File: config.mk
export PLATFORM = sky130hd
export DESIGN_NAME = can_error_injector
export DESIGN_NICKNAME = d
export VERILOG_FILES = /design/src/rtl/can_err_inj_pkg.sv /design/src/rtl/can_error_injector.sv
export VERILOG_INCLUDE_DIRS = /design/src /design/src/rtl
export SDC_FILE = /design/constraint.sdc
export NUM_CORES = 1
export LEC_CHECK = 0
export BUFFER_PORTS_ARGS = -buffer_cell sky130_fd_sc_hd__buf_2
export CORE_ASPECT_RATIO = 1.4
export CORE_MARGIN = 3
export CORE_UTILIZATION = 55
export DETAILED_ROUTE_END_ITERATION = 10
export PLACE_DENSITY = 0.8
export SYNTH_ARGS = -nofsm -noshare
export SYNTH_HDL_FRONTEND = slang
export SYNTH_SLANG_ARGS = --single-unit
export TNS_END_PERCENT = 20
File: constraint.sdc
create_clock -name clk_i -period 2.9 [get_ports clk_i]
set_input_delay 0.145 -clock clk_i [delete_from_list [all_inputs] [get_ports clk_i]]
set_output_delay 0.145 -clock clk_i [all_outputs]
set_load 0.02 [all_outputs]
File: src/rtl/can_err_inj_defs.svh
// constants of the can error injector: offsets, fields, reset values, counts
// Function
// [RQ1] fire means six consecutive dominant bus bits
// [RQ2] single shot hits first frame after arming
// [RQ3] received and own transmitted frames both hit
// [RQ4] burst starts exactly at configured position; the code fires only at positions after the last identifier bit
// [RQ5] position counter includes stuff bits
// [RQ6] repeat mode targets only matching identifier
// [RQ7] repeat mode passes ignore count first
// [RQ8] repeat mode destroys count, keeps repeating
// [RQ9] disable stops; start only after apply
// [RQ10] other nodes flag the burst as error
// [RQ11] after destroy count, reload ignore count
`ifndef CAN_ERR_INJ_DEFS_SVH
`define CAN_ERR_INJ_DEFS_SVH
// ****************************************************************
// register offsets (byte addresses)
// ****************************************************************
`define CEI_OFF_CTRL     8'h00
`define CEI_OFF_CAN_ID   8'h04
`define CEI_OFF_BIT_POS  8'h08
`define CEI_OFF_IGNORE   8'h0c
`define CEI_OFF_DESTROY  8'h10
`define CEI_OFF_STATUS   8'h14
// ****************************************************************
// field positions
// ****************************************************************
`define CEI_CTRL_ARM     0
`define CEI_CTRL_REP_EN  1
`define CEI_CTRL_APPLY   2
`define CEI_ST_ARMED     0
`define CEI_ST_REP_ACT   1
`define CEI_ST_IN_FRAME  2
`define CEI_ST_FORCING   3
`define CEI_ST_CNT_LSB   16
// ****************************************************************
// reset values
// ****************************************************************
`define CEI_RST_CAN_ID   11'h000
`define CEI_RST_BIT_POS  8'h00
`define CEI_RST_COUNT    8'h00
// ****************************************************************
// protocol counts
// ****************************************************************
`define CEI_ID_BITS      4'hb
`define CEI_STUFF_RUN    3'h5
`define CEI_DOM_BURST    3'h6
`define CEI_EOF_RUN      3'h7
`endif

File: src/rtl/can_err_inj_pkg.sv
// types of the can error injector
package can_err_inj_pkg;
  // frame engine states
  typedef enum logic [1:0] {
    ST_IDLE,
    ST_FRAME,
    ST_FORCE
  } eng_state_e;
endpackage

File: src/rtl/can_error_injector.sv
// can error injector: wishbone registers, bus bit tracker and dominant burst
//
// The register addresses and the Wishbone register port are this design's own decisions.
`timescale 1ns/1ps
`include "can_err_inj_defs.svh"
module can_error_injector #(
  parameter int POS_W = 8,                       // width of bit position
  parameter int CNT_W = 8                        // width of ignore/destroy counts
) (
  input  wire logic        clk_i,                // system clock
  input  wire logic        rst_i,                // synchronous reset, high
  input  wire logic [7:0]  wb_adr_i,             // wishbone byte address
  input  wire logic [31:0] wb_dat_i,             // wishbone write data
  input  wire logic [3:0]  wb_sel_i,             // wishbone byte enables
  input  wire logic        wb_we_i,              // wishbone write
  input  wire logic        wb_cyc_i,             // wishbone cycle
  input  wire logic        wb_stb_i,             // wishbone strobe
  output logic      [31:0] wb_dat_o,             // wishbone read data
  output logic             wb_ack_o,             // wishbone acknowledge
  input  wire logic        can_rx_i,             // bus level pin, 0 = dominant
  input  wire logic        bit_tick_i,           // one pulse per bus bit at sample point
  output logic             force_dom_o           // high forces transmitter dominant
);
  // ****************************************************************
  // bus slave and configuration
  // ****************************************************************
  logic [31:0]      rdata;                       // read data register
  logic             ack;                         // acknowledge register
  logic [10:0]      cfg_id;                      // identifier for repeat mode
  logic [POS_W-1:0] cfg_pos;                     // injection bit position
  logic [CNT_W-1:0] cfg_ign;                     // frames to let pass
  logic [CNT_W-1:0] cfg_des;                     // frames to destroy
  logic             cfg_rep_en;                  // repeat mode enable
  logic             arm_pls;                     // single shot arm pulse
  logic             apply_pls;                   // apply pulse
  logic [31:0]      next_rdata;
  logic             next_ack;
  logic [10:0]      next_cfg_id;
  logic [POS_W-1:0] next_cfg_pos;
  logic [CNT_W-1:0] next_cfg_ign;
  logic [CNT_W-1:0] next_cfg_des;
  logic             next_cfg_rep_en;
  logic             next_arm_pls;
  logic             next_apply_pls;
  logic [31:0]      wmask;                       // byte enables as bit mask
  logic [31:0]      status;                      // status word
  // engine state read by the bus
  logic             armed;
  logic             rep_act;
  logic             forcing;
  logic [15:0]      kill_cnt;
  can_err_inj_pkg::eng_state_e state;

  // byte lanes expand to a bit mask
  always_comb begin
    for (int i = 0; i < 4; i++) begin
      wmask[i*8 +: 8] = {8{wb_sel_i[i]}};
    end
  end

  // status word from engine state
  always_comb begin
    status                            = 32'h0000_0000;
    status[`CEI_ST_ARMED]             = armed;
    status[`CEI_ST_REP_ACT]           = rep_act;
    status[`CEI_ST_IN_FRAME]          = (state != can_err_inj_pkg::ST_IDLE);
    status[`CEI_ST_FORCING]           = forcing;
    status[`CEI_ST_CNT_LSB +: 16]     = kill_cnt;
  end

  // decode, ack one cycle after request, write on the acked edge
  always_comb begin
    next_rdata      = rdata;
    next_ack        = wb_cyc_i && wb_stb_i && !ack;
    next_cfg_id     = cfg_id;
    next_cfg_pos    = cfg_pos;
    next_cfg_ign    = cfg_ign;
    next_cfg_des    = cfg_des;
    next_cfg_rep_en = cfg_rep_en;
    next_arm_pls    = 1'b0;
    next_apply_pls  = 1'b0;
    if (wb_cyc_i && wb_stb_i && !ack) begin      // read data captured while ack rises
      case (wb_adr_i)
        `CEI_OFF_CTRL:    next_rdata = {30'h0000_0000, cfg_rep_en, armed};
        `CEI_OFF_CAN_ID:  next_rdata = {21'h00_0000, cfg_id};
        `CEI_OFF_BIT_POS: next_rdata = 32'(cfg_pos);
        `CEI_OFF_IGNORE:  next_rdata = 32'(cfg_ign);
        `CEI_OFF_DESTROY: next_rdata = 32'(cfg_des);
        `CEI_OFF_STATUS:  next_rdata = status;
        default:          next_rdata = 32'h0000_0000;  // unmapped reads zero, still acked
      endcase
    end
    if (wb_cyc_i && wb_stb_i && ack && wb_we_i) begin
      case (wb_adr_i)
        `CEI_OFF_CTRL: begin
          if (wb_sel_i[0]) begin
            next_cfg_rep_en = wb_dat_i[`CEI_CTRL_REP_EN];
            next_arm_pls    = wb_dat_i[`CEI_CTRL_ARM];
            next_apply_pls  = wb_dat_i[`CEI_CTRL_APPLY];
          end
        end
        `CEI_OFF_CAN_ID:  next_cfg_id  = (cfg_id & ~wmask[10:0]) | (wb_dat_i[10:0] & wmask[10:0]);
        `CEI_OFF_BIT_POS: next_cfg_pos = (cfg_pos & ~wmask[POS_W-1:0]) | (wb_dat_i[POS_W-1:0] & wmask[POS_W-1:0]);
        `CEI_OFF_IGNORE:  next_cfg_ign = (cfg_ign & ~wmask[CNT_W-1:0]) | (wb_dat_i[CNT_W-1:0] & wmask[CNT_W-1:0]);
        `CEI_OFF_DESTROY: next_cfg_des = (cfg_des & ~wmask[CNT_W-1:0]) | (wb_dat_i[CNT_W-1:0] & wmask[CNT_W-1:0]);
        default:          next_cfg_id  = cfg_id;   // unmapped writes ignored
      endcase
    end
  end

  // bus and configuration registers
  always_ff @(posedge clk_i) begin
    if (rst_i) begin
      rdata      <= 32'h0000_0000;
      ack        <= 1'b0;
      cfg_id     <= `CEI_RST_CAN_ID;
      cfg_pos    <= POS_W'(`CEI_RST_BIT_POS);
      cfg_ign    <= CNT_W'(`CEI_RST_COUNT);
      cfg_des    <= CNT_W'(`CEI_RST_COUNT);
      cfg_rep_en <= 1'b0;
      arm_pls    <= 1'b0;
      apply_pls  <= 1'b0;
    end else begin
      rdata      <= next_rdata;
      ack        <= next_ack;
      cfg_id     <= next_cfg_id;
      cfg_pos    <= next_cfg_pos;
      cfg_ign    <= next_cfg_ign;
      cfg_des    <= next_cfg_des;
      cfg_rep_en <= next_cfg_rep_en;
      arm_pls    <= next_arm_pls;
      apply_pls  <= next_apply_pls;
    end
  end
  assign wb_dat_o = rdata;
  assign wb_ack_o = ack;

  // ****************************************************************
  // pin synchroniser: three stages, change taken when stages two and three agree
  // ****************************************************************
  logic [2:0] rx_sync;                           // stage 0 read only by stage 1
  logic       rx_lvl;                            // filtered bus level
  logic [2:0] next_rx_sync;
  logic       next_rx_lvl;

  // shift and filter
  always_comb begin
    next_rx_sync = {rx_sync[1:0], can_rx_i};
    next_rx_lvl  = (rx_sync[1] == rx_sync[2]) ? rx_sync[2] : rx_lvl;
  end

  // synchroniser registers, idle bus is recessive
  always_ff @(posedge clk_i) begin
    if (rst_i) begin
      rx_sync <= 3'h7;
      rx_lvl  <= 1'b1;
    end else begin
      rx_sync <= next_rx_sync;
      rx_lvl  <= next_rx_lvl;
    end
  end

  // ****************************************************************
  // frame engine
  // ****************************************************************
  logic [POS_W-1:0] raw_cnt;                     // bus bits since sof, stuff included
  logic [3:0]       dat_cnt;                     // destuffed bits after sof
  logic [2:0]       run;                         // equal-level run for destuffing
  logic             last;                        // previous bus level
  logic [2:0]       rec_run;                     // recessive run for frame end
  logic [10:0]      id_sr;                       // identifier shift register
  logic             id_done;                     // identifier fully seen
  logic             tgt;                         // this frame is to be destroyed
  logic [2:0]       burst;                       // dominant bits forced so far
  logic [CNT_W-1:0] ign_left;                    // frames still to pass
  logic [CNT_W-1:0] des_left;                    // frames still to destroy
  can_err_inj_pkg::eng_state_e next_state;
  logic [POS_W-1:0] next_raw_cnt;
  logic [3:0]       next_dat_cnt;
  logic [2:0]       next_run;
  logic             next_last;
  logic [2:0]       next_rec_run;
  logic [10:0]      next_id_sr;
  logic             next_id_done;
  logic             next_tgt;
  logic [2:0]       next_burst;
  logic [CNT_W-1:0] next_ign_left;
  logic [CNT_W-1:0] next_des_left;
  logic             next_armed;
  logic             next_rep_act;
  logic             next_forcing;
  logic [15:0]      next_kill_cnt;

  // bit tracking, target decision and burst generation
  always_comb begin
    next_state    = state;
    next_raw_cnt  = raw_cnt;
    next_dat_cnt  = dat_cnt;
    next_run      = run;
    next_last     = last;
    next_rec_run  = rec_run;
    next_id_sr    = id_sr;
    next_id_done  = id_done;
    next_tgt      = tgt;
    next_burst    = burst;
    next_ign_left = ign_left;
    next_des_left = des_left;
    next_armed    = armed;
    next_rep_act  = rep_act;
    next_forcing  = forcing;
    next_kill_cnt = kill_cnt;
    // repeat mode runs only after apply, stops at once on disable
    if (!cfg_rep_en) begin
      next_rep_act = 1'b0;                                   // [RQ9]
    end else if (apply_pls) begin
      next_rep_act  = 1'b1;                                  // [RQ9]
      next_ign_left = cfg_ign;
      next_des_left = cfg_des;
    end
    if (bit_tick_i) begin
      next_rec_run = rx_lvl ? ((rec_run == `CEI_EOF_RUN) ? rec_run : rec_run + 3'h1) : 3'h0;
      case (state)
        can_err_inj_pkg::ST_IDLE: begin
          // sof on the line, whoever sends it: bus or own channel
          if (!rx_lvl) begin                                 // [RQ3]
            next_state   = can_err_inj_pkg::ST_FRAME;
            next_raw_cnt = '0;
            next_dat_cnt = 4'h0;
            next_run     = 3'h1;
            next_last    = 1'b0;
            next_id_done = 1'b0;
            next_tgt     = armed;                            // [RQ2]
            next_armed   = 1'b0;                             // [RQ2]
          end
        end
        can_err_inj_pkg::ST_FRAME: begin
          next_raw_cnt = raw_cnt + POS_W'(1);                // [RQ5]
          next_last    = rx_lvl;
          if (run == `CEI_STUFF_RUN) begin
            next_run = 3'h1;                                 // stuff bit, no data
          end else begin
            next_run = (rx_lvl == last) ? run + 3'h1 : 3'h1;
            if (!id_done) begin
              next_dat_cnt = dat_cnt + 4'h1;
              next_id_sr   = {id_sr[9:0], rx_lvl};
              if (next_dat_cnt == `CEI_ID_BITS) begin
                next_id_done = 1'b1;
                // repeat mode: matching frames pass, then get destroyed
                if (rep_act && cfg_rep_en && next_id_sr == cfg_id) begin  // [RQ6] [RQ9]
                  if (ign_left != '0) begin
                    next_ign_left = ign_left - CNT_W'(1);    // [RQ7]
                  end else if (des_left != '0) begin
                    next_tgt = 1'b1;                         // [RQ8]
                    if (des_left == CNT_W'(1)) begin
                      next_ign_left = cfg_ign;               // [RQ11]
                      next_des_left = cfg_des;               // [RQ11]
                    end else begin
                      next_des_left = des_left - CNT_W'(1);  // [RQ8]
                    end
                  end
                end
              end
            end
          end
          // start forcing so the line is dominant from bit cfg_pos on
          if (next_tgt && next_id_done && next_raw_cnt == cfg_pos - POS_W'(1)) begin  // [RQ4]
            next_state   = can_err_inj_pkg::ST_FORCE;
            next_forcing = 1'b1;                             // [RQ1]
            next_burst   = 3'h0;
            next_tgt     = 1'b0;
          end else if (next_rec_run == `CEI_EOF_RUN) begin
            next_state = can_err_inj_pkg::ST_IDLE;           // frame or error frame over
            next_tgt   = 1'b0;
          end
        end
        can_err_inj_pkg::ST_FORCE: begin
          next_raw_cnt = raw_cnt + POS_W'(1);
          next_burst   = burst + 3'h1;
          if (next_burst == `CEI_DOM_BURST) begin            // [RQ1] six bits, then error frame runs out
            next_forcing  = 1'b0;
            next_state    = can_err_inj_pkg::ST_FRAME;
            next_id_done  = 1'b1;
            next_rec_run  = 3'h0;
            next_kill_cnt = kill_cnt + 16'h0001;
          end
        end
        default: begin
          next_state   = can_err_inj_pkg::ST_IDLE;
          next_forcing = 1'b0;
        end
      endcase
    end
    // arming wins over the clear at sof
    if (arm_pls) begin
      next_armed = 1'b1;                                     // [RQ2]
    end
  end

  // engine registers
  always_ff @(posedge clk_i) begin
    if (rst_i) begin
      state    <= can_err_inj_pkg::ST_IDLE;
      raw_cnt  <= '0;
      dat_cnt  <= 4'h0;
      run      <= 3'h0;
      last     <= 1'b1;
      rec_run  <= 3'h0;
      id_sr    <= 11'h000;
      id_done  <= 1'b0;
      tgt      <= 1'b0;
      burst    <= 3'h0;
      ign_left <= '0;
      des_left <= '0;
      armed    <= 1'b0;
      rep_act  <= 1'b0;
      forcing  <= 1'b0;
      kill_cnt <= 16'h0000;
    end else begin
      state    <= next_state;
      raw_cnt  <= next_raw_cnt;
      dat_cnt  <= next_dat_cnt;
      run      <= next_run;
      last     <= next_last;
      rec_run  <= next_rec_run;
      id_sr    <= next_id_sr;
      id_done  <= next_id_done;
      tgt      <= next_tgt;
      burst    <= next_burst;
      ign_left <= next_ign_left;
      des_left <= next_des_left;
      armed    <= next_armed;
      rep_act  <= next_rep_act;
      forcing  <= next_forcing;
      kill_cnt <= next_kill_cnt;
    end
  end

  assign force_dom_o = forcing;                              // [RQ10] nodes see the burst as a stuff error

endmodule // can_error_injector

After elaboration in Yosys (flattened, before gate mapping)

Cells that the tools add are included.
Widths: inputs -> output; s select.

Bitwise logic cells: 19
$add $sub $neg: 9
Equal/unequal tests: 24
Multiplexer cells: 71
Reduce and logical (&&, ||, !) cells: 38

Operators by type and width:

| kind                  | count |
|---|---|
| $pmux 32 s6           | 1 |
| $mux 8                | 23 |
| $and 8x8->8           | 4 |
| $mux 3                | 8 |
| $or 8x8->8            | 3 |
| $sub 8x1->8 const B   | 3 |
| $mux 1                | 23 |
| $and 11x11->11        | 2 |
| $reduce_and 3->1      | 6 |
| $add 16x1->16 const B | 1 |
| $eq 8x4->1 const B    | 2 |
| $eq 8x5->1 const B    | 2 |
| $pmux 8 s2            | 1 |
| $reduce_and 4->1      | 4 |
| $reduce_bool 8->1     | 2 |
| $eq 3x3->1 const B    | 4 |
| $mux 4                | 3 |
| $ne 2x2->1 const B    | 6 |
| $pmux 3 s2            | 2 |
| $reduce_bool 2->1     | 6 |
| $eq 11x11->1          | 1 |
| $not 11->11           | 1 |
| $or 11x11->11         | 1 |
| $add 3x1->3 const B   | 3 |
| 26 further kinds      | 49 |

Output and inout port bits: 34
Logic and storage cells: 188
Flip-flop bits (word level): 146
Input port bits: 51

Logic depth before layout (Yosys ltp)

Gate-level depths: netlist (run 1).

Depth in word-level cells: 13
Mapped depth: 10
Gate-level depth less buffers: 9

Worst setup path after synthesis (run 1)

No wires, ideal clock.

Kind: register to register
Start: register dat_cnt[0]
End: register des_left[2]
Required time: 2781 ps
Setup time: 119 ps
Cell stages (with the launch flop): 8
Path slack: 353 ps
Clock period less this slack: 2547 ps
Arrival time: 2428 ps
Buffers on the path: 1
Cells stage by stage: dfxtp_1 > ha_1 > or4bb_1 > a211oi_4 > and4_2 > clkbuf_1 > mux2_2 > o221a_2

Word-level cells in the longest chain between the ends: 7

RTL lines:

| element                | RTL line                  | source |
|---|---|---|
| start, declared        | can_error_injector.sv:167 | `logic [3:0] dat_cnt;` |
| start signal, assigned | can_error_injector.sv:321 | `dat_cnt <= next_dat_cnt;` |
| $add 4x1->4            | can_error_injector.sv:244 | `next_dat_cnt = dat_cnt + 4'h1;` |
| $eq 4x4->1 (no line)   | n/a                       |  |
| $mux 8                 | can_error_injector.sv:246 | `` if (next_dat_cnt == `CEI_ID_BITS) begin `` |
| $mux 8                 | can_error_injector.sv:243 | `if (!id_done) begin` |
| $mux 8                 | can_error_injector.sv:239 | `` if (run == `CEI_STUFF_RUN) begin `` |
| $mux 8                 | can_error_injector.sv:222 | `case (state)` |
| $mux 8                 | can_error_injector.sv:220 | `if (bit_tick_i) begin` |
| end signal, assigned   | can_error_injector.sv:330 | `des_left <= next_des_left;` |
| end, declared          | can_error_injector.sv:176 | `logic [CNT_W-1:0] des_left;` |

Every way passes these cells.
A chain may end at the register's enable or synchronous reset.

Worst setup path in the final report (run 1)

Start: register dat_cnt[0]
End: register state[0]

Word-level cells in the longest chain between the ends: 11
Elaborated cells between the ends (all ways): 18

RTL lines:

| element                                                         | RTL line                  | source |
|---|---|---|
| $add 4x1->4 *                                                   | can_error_injector.sv:244 |  |
| $eq 4x4->1 (no line) *                                          | n/a                       |  |
| $mux 1                                                          | can_error_injector.sv:246 |  |
| $mux 1                                                          | can_error_injector.sv:243 |  |
| $mux 1                                                          | can_error_injector.sv:239 |  |
| $mux 1                                                          | can_error_injector.sv:222 |  |
| $mux 1                                                          | can_error_injector.sv:220 |  |
| $logic_and 1x1->1 * (2 in series)                               | can_error_injector.sv:266 | `if (next_tgt && next_id_done && next_raw_cnt == cfg_pos - POS_W'(1)) begin` |
| $ne 3x3->1 (no line) / $mux 2 (equally long branches)           | n/a                       |  |
| $reduce_and 4->1 (no line) / $pmux 2 s3 (equally long branches) | n/a                       |  |
| end signal, assigned                                            | can_error_injector.sv:302 | `state <= can_err_inj_pkg::ST_IDLE;` |
| end signal, assigned                                            | can_error_injector.sv:319 | `state <= next_state;` |
| end, declared                                                   | can_error_injector.sv:52  | `can_err_inj_pkg::eng_state_e state;` |

Every way passes the cells marked *; elsewhere a longest branch is shown, timed or not. The select of a mux whose other input is x is not followed.

==> results of run 1 <==
## final timing paths
| path | startpoint | end | slack (ns) | cells after the start |
|---|---|---|---|---|
| setup reg to reg | dat_cnt[0] | state[0] | 0.19 | 7 |
| hold / removal | wb_dat_i[8] | register | 0.03 | 3 |
| setup / recovery | dat_cnt[0] | state[0] | 0.19 | 7 |
| hold reg to reg | rx_sync[0] | rx_sync[1] | 0.42 | 1 |
## routing by layer
metal / up-vias / routed length [um]
li1: 3146 / -
met1: 3024 / 7160
met2: 180 / 9040
met3: 53 / 730
met4: 0 / 697
met5: - / 0
## stage by stage
stage          std cells  area (um2)   util  hold slack (ns)  worst slack [ns]
2_1_floorplan        867        7200      -            0.249             0.353
3_3_place_gp        1041        7600  0.605            0.329             0.218
3_5_place_dp        1041        7600  0.605            0.329             0.173
4_1_cts             1076        8200  0.654           0.0264             0.147
5_1_grt             1076        8200  0.654           0.0411           0.00647
6_report            1076        8200  0.654           0.0262             0.193
## kinds of logic (layout without fill, tap and decap cells)
group                    Yosys count  in the layout
AO/OA/AOI/OAI                    180            180
other                              1              5
XOR/XNOR                          45             45
multiplexers                      48             48
AND/OR/NAND/NOR                  354            354
buffers and inverters             75            134
flip-flops                       141            141
adder cells (fa/ha/maj)           19             19
## layout make-up
type | instances | area (um2) | share of cell area
flip-flops and latches | 141 | 2820 | 0.344
repair buffers | 77 | 460 | 0.0561
well taps | 150 | 188 | 0.0229
multi-input cells | 651 | 4060 | 0.495
inverters | 25 | 93.8 | 0.0114
clock buffers | 17 | 425 | 0.0519
clock inverters | 15 | 151 | 0.0185
## Yosys cell counts (3+ instances only)
| library cell | n | area [um2] |
|---|---|---|
| a211oi_1 | 17 | 128 |
| a21oi_1 | 76 | 380 |
| a222oi_1 | 6 | 60.1 |
| a22oi_1 | 4 | 30.0 |
| a311oi_1 | 5 | 43.8 |
| a31oi_1 | 3 | 18.8 |
| a41oi_1 | 4 | 35.0 |
| and2_0 | 3 | 18.8 |
| and2_1 | 6 | 37.5 |
| and3_1 | 22 | 138 |
| buf_2 | 4 | 20.0 |
| buf_4 | 6 | 45.0 |
| clkbuf_1 | 37 | 139 |
| dfxtp_1 | 141 | 2820 |
| ha_1 | 19 | 238 |
| inv_1 | 24 | 90.1 |
| mux2_2 | 9 | 101 |
| mux2i_1 | 39 | 390 |
| nand2_1 | 101 | 379 |
| nand2b_1 | 3 | 18.8 |
| nand3_1 | 47 | 235 |
| nand3b_1 | 3 | 22.5 |
| nand4_1 | 7 | 43.8 |
| nor2_1 | 102 | 383 |
| nor2b_1 | 6 | 37.5 |
| nor3_1 | 6 | 30.0 |
| nor3b_1 | 6 | 45.0 |
| nor4_1 | 6 | 37.5 |
| o21ai_0 | 27 | 135 |
| o221ai_1 | 3 | 26.3 |
| o2bb2ai_1 | 3 | 26.3 |
| o31ai_1 | 3 | 22.5 |
| or2_2 | 5 | 31.3 |
| or3_1 | 13 | 81.3 |
| or3b_2 | 3 | 26.3 |
| xnor2_1 | 24 | 210 |
| xor2_1 | 21 | 184 |
## timing repair
item                                    CTS  global route
endpoints found under the setup margin    0             5
hold buffers                              3             0
endpoints found under the hold margin     3             0
## critical path: cells and delay by family (launching register included)
kind / cells / cell delay, ns
flops: 1 / 0.36
compound gates: 4 / 0.98
simple gates: 2 / 1.03
fa+ha+maj: 1 / 0.25
## power by group through the flow
stage | clock network, mW | logic [mW] | registers (mW)
after floorplan | 0 | 0.0757 | 1.99
after global placement | 0 | 0.124 | 1.99
after detailed placement | 0 | 0.126 | 1.99
after CTS | 2.15 | 0.130 | 1.95
after global routing | 2.23 | 0.143 | 1.95
final | 2.13 | 0.132 | 1.95
==> impl_metrics.tcl, run 1 <==
set metrics [dict create \
    end_kind "register" \
    synthMuxAreaShare 0.0684 \
    cts-htree-levels 4 \
    cts.repair.resized 0 \
    slew_violations 0 \
    hold_viol 0 \
    grt_start_max_net_pins 85 \
    min_period_over_period 0.934 \
    async_reset_ff_frac 0 \
    synth_xor_area_frac 0.0548 \
    status "finished clean" \
    synth_cell_types 74 \
    drc 0 \
    fp.dieH_um 141 \
    pwr-share-comb 0.031 \
    rsz0062_at_grt "false" \
    cts_root_buf "clkbuf_16" \
    leakage_nw 3.27 \
    syn2layout_area_growth_pct 14.2 \
    place.gp.congestion 0.928 \
    worst_setup_path_start_kind "register" \
    synth-compound-area-share 0.165 \
    routed-via-count 6403 \
    gr-usage-met1 0.284 \
    yosysWarningCount 0 \
    start_util 0.572 \
    skew_ns 0.00982 \
    drtIter0Drc 321 \
    first_pass_iters 6 \
    finalPower_mw 4.21 \
    drive_gt1_frac 0.149 \
    die-width_um 103 \
    post_cts.repair.setup_buffers 0 \
    overflow 0 \
    num_antenna_cells 0 \
    ys_ff_latch 141 \
    avgRoutedWirePerCell_um 16.4 \
    clk_latency_ns 0.42 \
    synthCells 863 \
    synth_edf_count 0 \
    track_usage 0.245 \
    met2_usage 0.425 \
    slowest_stage "or4bb_1" \
    synth_top_family_by_area "simple AND/OR/NAND/NOR gates" \
    fin_nets 983 \
    max_freq_mhz 369 \
    synth-simple-area-share 0.242 \
    drt_wl_total_mm 17.6 \
    ys.flop_type "dfxtp_1" \
    antenna_found_initial 0 \
    path_max_fanout 8 \
    hpwl_mm 12.2 \
    path_cells "ha_1 -> or4bb_1 -> a211oi_4 -> a41oi_2 -> nor4_4 -> a21oi_1 -> a2111oi_2" \
    clkPwrFrac 0.506 \
    p_int_mw 3.19 \
    cpPeakStageDelay_ns 0.55 \
    hold_class "primary input to register" \
    peakVddDrop_v 0.000379 \
    cts_buffers 17 \
    pwr-share-seq 0.462 \
    row_count 48 \
    portBuffers 56 \
    viasPerCell 5.95 \
    dieArea_mm2 0.0145 \
    yosysSeqAreaShare 0.393 \
    core-area_mm2 0.0126 \
    grt_use_met3 0.0431 \
    syn_avg_cell_area_um2 8.33 \
    criticalPathCategory "register to register" \
    clock-sinks 141 \
    grt_pass1_wl_mm 28.6 \
    clk_pin_slew_ns 0.06 \
    clk_path_buf_depth 2 \
    setup_violations 0 \
    n_fill_cell 1019 \
    slew_headroom 0.595 \
    ios 85 \
    cts_tree "built" \
    grt_pass1_vias 6036 \
    mappedNetlistArea_mm2 0.00719 \
    power_density_mw_per_mm2 513 \
    busiest_layer "met2" \
    worstPathRequired_ns 3.21 \
    finalCriticalPeriod_ns 2.71 \
    p_sw_frac 0.242 \
    layout.cells.most_common_list "141 x dfxtp_1, 102 x nor2_1, 101 x nand2_1" \
    synth_fa_ha_area_frac 0.0331 \
    worstPathArrival_ns 3.02 \
    tightest_slew_ns 0.602 \
    power.switching_mw 1.02 \
    setup_tns_ns 0 \
    final_common_cell "dfxtp_1" \
    cap_violations 0 \
    drtAntennaViolNets 0 \
]
Note: power is estimated with default switching activity, not from simulation.
==> run 2: changes to the inputs <==
CAP_MARGIN = 20   (was unset)
MAX_ROUTING_LAYER = met4   (was unset)
==> run 2 against run 1 <==
Sequential share of layout area is the same; fmax is essentially flat; final cell count is the same; routed wire length shrank 0.32%; first-iteration DRC count grew 2.5%; largest power group unchanged; highest routed layer unchanged.
==> impl_metrics.tcl, run 2 (synthesis results as in run 1) <==
set metrics [dict create \
    routed-via-count 6439 \
    power_density_mw_per_mm2 514 \
    die-width_um 103 \
    grt_pass1_wl_mm 28.6 \
    cts_buffers 17 \
    grt_pass1_vias 6024 \
    clk_pin_slew_ns 0.06 \
    antenna_found_initial 0 \
    met2_usage 0.426 \
    regToRegSetupSlack_ns 0.19 \
    slew_violations 0 \
    setup_violations 0 \
    worstPathArrival_ns 3.02 \
    criticalPathCategory "register to register" \
    pwr-share-seq 0.462 \
    core-area_mm2 0.0126 \
    drc 0 \
    track_usage 0.253 \
    fp.dieH_um 141 \
    tightest_slew_ns 0.604 \
    syn2layout_area_growth_pct 14.2 \
    hp-start "wb_dat_i[8]" \
    avgRoutedWirePerCell_um 16.3 \
    path_cells "ha_1 -> or4bb_1 -> a211oi_4 -> a41oi_2 -> nor4_4 -> a21oi_1 -> a2111oi_2" \
    worstReg2RegEnd "state[0]" \
    clk_path_buf_depth 2 \
    hold_class "primary input to register" \
    slew_headroom 0.594 \
    clkPwrFrac 0.507 \
    placed_cell_area_mm2 0.00760 \
    dp_slack_ns 0.173 \
    finalCriticalPeriod_ns 2.71 \
    stdcell_area_mm2 0.00820 \
    p_sw_frac 0.243 \
    finalPower_mw 4.21 \
    path_max_fanout 8 \
    slowest_stage "or4bb_1" \
    layout.cells.most_common_list "141 x dfxtp_1, 102 x nor2_1, 101 x nand2_1" \
    hold_viol 0 \
    skew_ns 0.00863 \
    first_pass_iters 8 \
    cts_root_buf "clkbuf_16" \
    row_count 48 \
    rsz0062_at_grt "false" \
    drtIter0Drc 329 \
    cts_tree "built" \
    drt_wl_total_mm 17.6 \
    clk_latency_ns 0.42 \
    worstPathRequired_ns 3.21 \
    worst_setup_path_start_kind "register" \
    busiest_layer "met2" \
    reg2reg_from "dat_cnt[0]" \
    cts-htree-levels 4 \
    num_antenna_cells 0 \
    max_freq_mhz 369 \
    grt_start_max_net_pins 85 \
    end_kind "register" \
    leakage_nw 3.27 \
    power.switching_mw 1.02 \
    setup_tns_ns 0 \
    start_util 0.572 \
    min_period_over_period 0.934 \
    dieArea_mm2 0.0145 \
    r2r_cells 7 \
    status "finished clean" \
    drtAntennaViolNets 0 \
    peakVddDrop_v 0.000380 \
    gr-usage-met1 0.288 \
    fin_nets 983 \
    drive_gt1_frac 0.149 \
    overflow 0 \
    portBuffers 56 \
    hold_depth 3 \
    grt_use_met3 0.0411 \
    hpwl_mm 12.2 \
    ios 85 \
    clock-sinks 141 \
    cap_violations 0 \
    pwr-share-comb 0.031 \
    place.gp.congestion 0.944 \
    timing.final.ws_setup_ns 0.191 \
    p_int_mw 3.19 \
    cpPeakStageDelay_ns 0.55 \
    n_fill_cell 1019 \
    viasPerCell 5.98 \
    post_cts.repair.setup_buffers 0 \
    final_common_cell "dfxtp_1" \
]
run 2: cell counts in the layout (fill, tap and decap cells not counted):
Identical to the previous run, type by type.
run 2: final cells by class:
cell class                      count  area, um2  area share
Clock buffer                       17        425      0.0519
Sequential cell                   141       2820       0.344
Multi-Input combinational cell    651       4060       0.495
Timing Repair Buffer               77        460      0.0561
Clock inverter                     15        151      0.0185
Tap cell                          150        188      0.0229
Inverter                           25       93.8      0.0114
run 2: routing by layer:
layer | vias to the layer above | wire (um) | part of all wire
li1 | 3151 | - | -
met2 | 207 | 9110 | 0.52
met1 | 3027 | 7050 | 0.40
met5 | - | 0 | 0
met3 | 54 | 777 | 0.044
met4 | 0 | 641 | 0.036
run 2: worst max-delay path, delay by kind of cell, from the launching register on:
| family | cells | cell delay [ns] |
|---|---|---|
| compound gates | 4 | 0.98 |
| simple gates | 2 | 1.02 |
| flops | 1 | 0.36 |
| fa+ha+maj | 1 | 0.25 |
run 2: power groups by stage:
stage               Sequential (mW)  Clock, mW  Combinational [mW]
finish                         1.95       2.14               0.131
floorplan                      1.99          0              0.0757
detailed placement             1.99          0               0.126
CTS                            1.95       2.15               0.130
global placement               1.99          0               0.124
global route                   1.95       2.23               0.143
run 2: per-stage QoR:
step / util / hold WS, ns / std cells
after CTS: 0.654 / 0.0264 / 1076
after floorplan: - / 0.249 / 867
after global routing: 0.654 / 0.0397 / 1076
after detailed placement: 0.605 / 0.329 / 1041
after global placement: 0.605 / 0.329 / 1041
final: 0.654 / 0.0254 / 1076
run 2: timing repair:
action                                  in CTS  in global routing
hold buffers                                 3                  0
gates resized for setup                      0                  0
hold endpoints to repair                     3                  0
endpoints found under the setup margin       0                  5
run 2: worst max-delay path by stage:
stage	start	endpoint	slack [ns]	depth (start not counted)
4_1_cts	dat_cnt[0]	state[0]	0.15	7
3_3_place_gp	dat_cnt[0]	state[0]	0.22	7
2_1_floorplan	dat_cnt[0]	des_left[2]	0.35	7
6_report	dat_cnt[0]	state[0]	0.19	7
3_5_place_dp	dat_cnt[1]	state[0]	0.17	7
5_1_grt	dat_cnt[1]	state[0]	0.006	7
==> run 3: changes to the inputs <==
CORE_UTILIZATION = 59   (was 55)
PLACE_DENSITY = 0.85   (was 0.8)
==> run 3 against run 2 <==
Clock skew about the same; core utilization rose by 4.1 points; sequential share of layout area down 0.20 points; setup slack better by 0.0081 ns; final cell count is 0.28% lower; power rose by 5.4%; clock power is 11% higher; via count is 1.6% higher; first-iteration DRC count rose by 41%; non-clock buffer count is the same; largest cell class unchanged; largest power group unchanged; highest routed layer unchanged.
==> impl_metrics.tcl, run 3 (synthesis results as in run 1) <==
set metrics [dict create \
    hold_class "primary input to register" \
    rsz0062_at_grt "false" \
    drt_wl_total_mm 18.1 \
    final_common_cell "dfxtp_1" \
    ios 85 \
    clk_pin_slew_ns 0.07 \
    fin_nets 983 \
    track_usage 0.276 \
    dp_cells 1038 \
    viasPerCell 6.10 \
    criticalPathCategory "register to register" \
    p_sw_frac 0.239 \
    row_count 47 \
    layout.cells.most_common_list "141 x dfxtp_1, 102 x nor2_1, 101 x nand2_1" \
    clock-sinks 141 \
    start_util 0.605 \
    r2r_cells 7 \
    hold_depth 3 \
    stdcell_count 1073 \
    drtIter0Drc 465 \
    setup_tns_ns 0 \
    slew_violations 0 \
    grt_pass1_vias 6188 \
    avgRoutedWirePerCell_um 16.9 \
    finalPower_mw 4.44 \
    hold_slack_ns 0.00940 \
    core-area_mm2 0.0119 \
    drc 0 \
    grt_use_met3 0.0484 \
    cts_buffers 17 \
    fin_util 0.695 \
    overflow 0 \
    worst_setup_path_start_kind "register" \
    n_fill_cell 894 \
    skew_ns 0.00876 \
    cts.repair.resized 0 \
    dieArea_mm2 0.0136 \
    pwr-share-comb 0.029 \
    first_pass_iters 6 \
    place.gp.congestion 0.936 \
    slew_headroom 0.404 \
    antenna_found_initial 0 \
    p_int_mw 3.38 \
    busiest_layer "met2" \
    drive_gt1_frac 0.150 \
    clk_path_buf_depth 2 \
    die-width_um 99.3 \
    stdcell_area_mm2 0.00825 \
    cts_tree "built" \
    path_max_fanout 8 \
    end_kind "register" \
    multi_input_area_mm2 0.00406 \
    hold_viol 0 \
    cts-htree-levels 4 \
    num_antenna_cells 0 \
    portBuffers 56 \
    worstPathArrival_ns 3.03 \
    syn2layout_area_growth_pct 14.8 \
    grt_start_max_net_pins 87 \
    grt_pass1_wl_mm 29.4 \
    pwr-share-seq 0.438 \
    min_period_over_period 0.931 \
    gr-usage-met1 0.302 \
    fp.dieH_um 137 \
    regArea_mm2 0.00282 \
    tightest_slew_ns 0.893 \
    dp_slack_ns 0.165 \
    power_density_mw_per_mm2 538 \
    setup_violations 0 \
    placed_cell_area_mm2 0.00758 \
    worstPathRequired_ns 3.23 \
    hpwl_mm 12.1 \
    clk_latency_ns 0.43 \
    met2_usage 0.471 \
    power.switching_mw 1.06 \
    peakVddDrop_v 0.000448 \
    timing.final.ws_setup_ns 0.199 \
    routed-via-count 6541 \
    drtAntennaViolNets 0 \
    finalCriticalPeriod_ns 2.70 \
    clkPwrFrac 0.533 \
    cts_root_buf "clkbuf_16" \
    max_freq_mhz 370 \
    cap_violations 0 \
    leakage_nw 3.30 \
    status "finished clean" \
]
==> run 3: layout make-up <==
class	count	share of cell area
inverters	25	0.0114
clock buffers	17	0.0516
repair buffers	77	0.0540
well taps	147	0.0223
clock inverters	15	0.0265
multi-input cells	651	0.492
flip-flops and latches	141	0.342
==> run 3: worst paths after layout <==
path | from | to | slack [ns]
min | wb_dat_i[8] | register | 0.009
min reg2reg | rx_sync[0] | rx_sync[1] | 0.41
max | dat_cnt[0] | state[0] | 0.20
max reg2reg | dat_cnt[0] | state[0] | 0.20
==> run 3: metal layers <==
metal / vias to the layer above / part of all wire
met4: 0 / 0.049
met5: - / 0
met3: 80 / 0.048
li1: 3151 / -
met2: 222 / 0.52
met1: 3088 / 0.38
==> run 3: critical path, stage by stage, from the launching register on <==
cell       delay [ns]
dfxtp_1          0.37
ha_1             0.25
or4bb_1          0.55
a211oi_4         0.30
a41oi_2          0.19
nor4_4           0.46
a21oi_1          0.15
a2111oi_2        0.32
==> run 3: power by group through the flow <==
stage / logic, mW / registers (mW) / clock network, mW
after CTS: 0.125 / 1.95 / 2.38
final: 0.127 / 1.95 / 2.37
after detailed placement: 0.122 / 1.99 / 0
after floorplan: 0.0757 / 1.99 / 0
after global routing: 0.139 / 1.95 / 2.46
after global placement: 0.121 / 1.99 / 0
==> run 3: what timing repair did <==
item	4_1_cts	5_1_grt
hold buffers	2	0
setup buffers	0	1
setup endpoints to repair	0	6
endpoints found under the hold margin	2	0
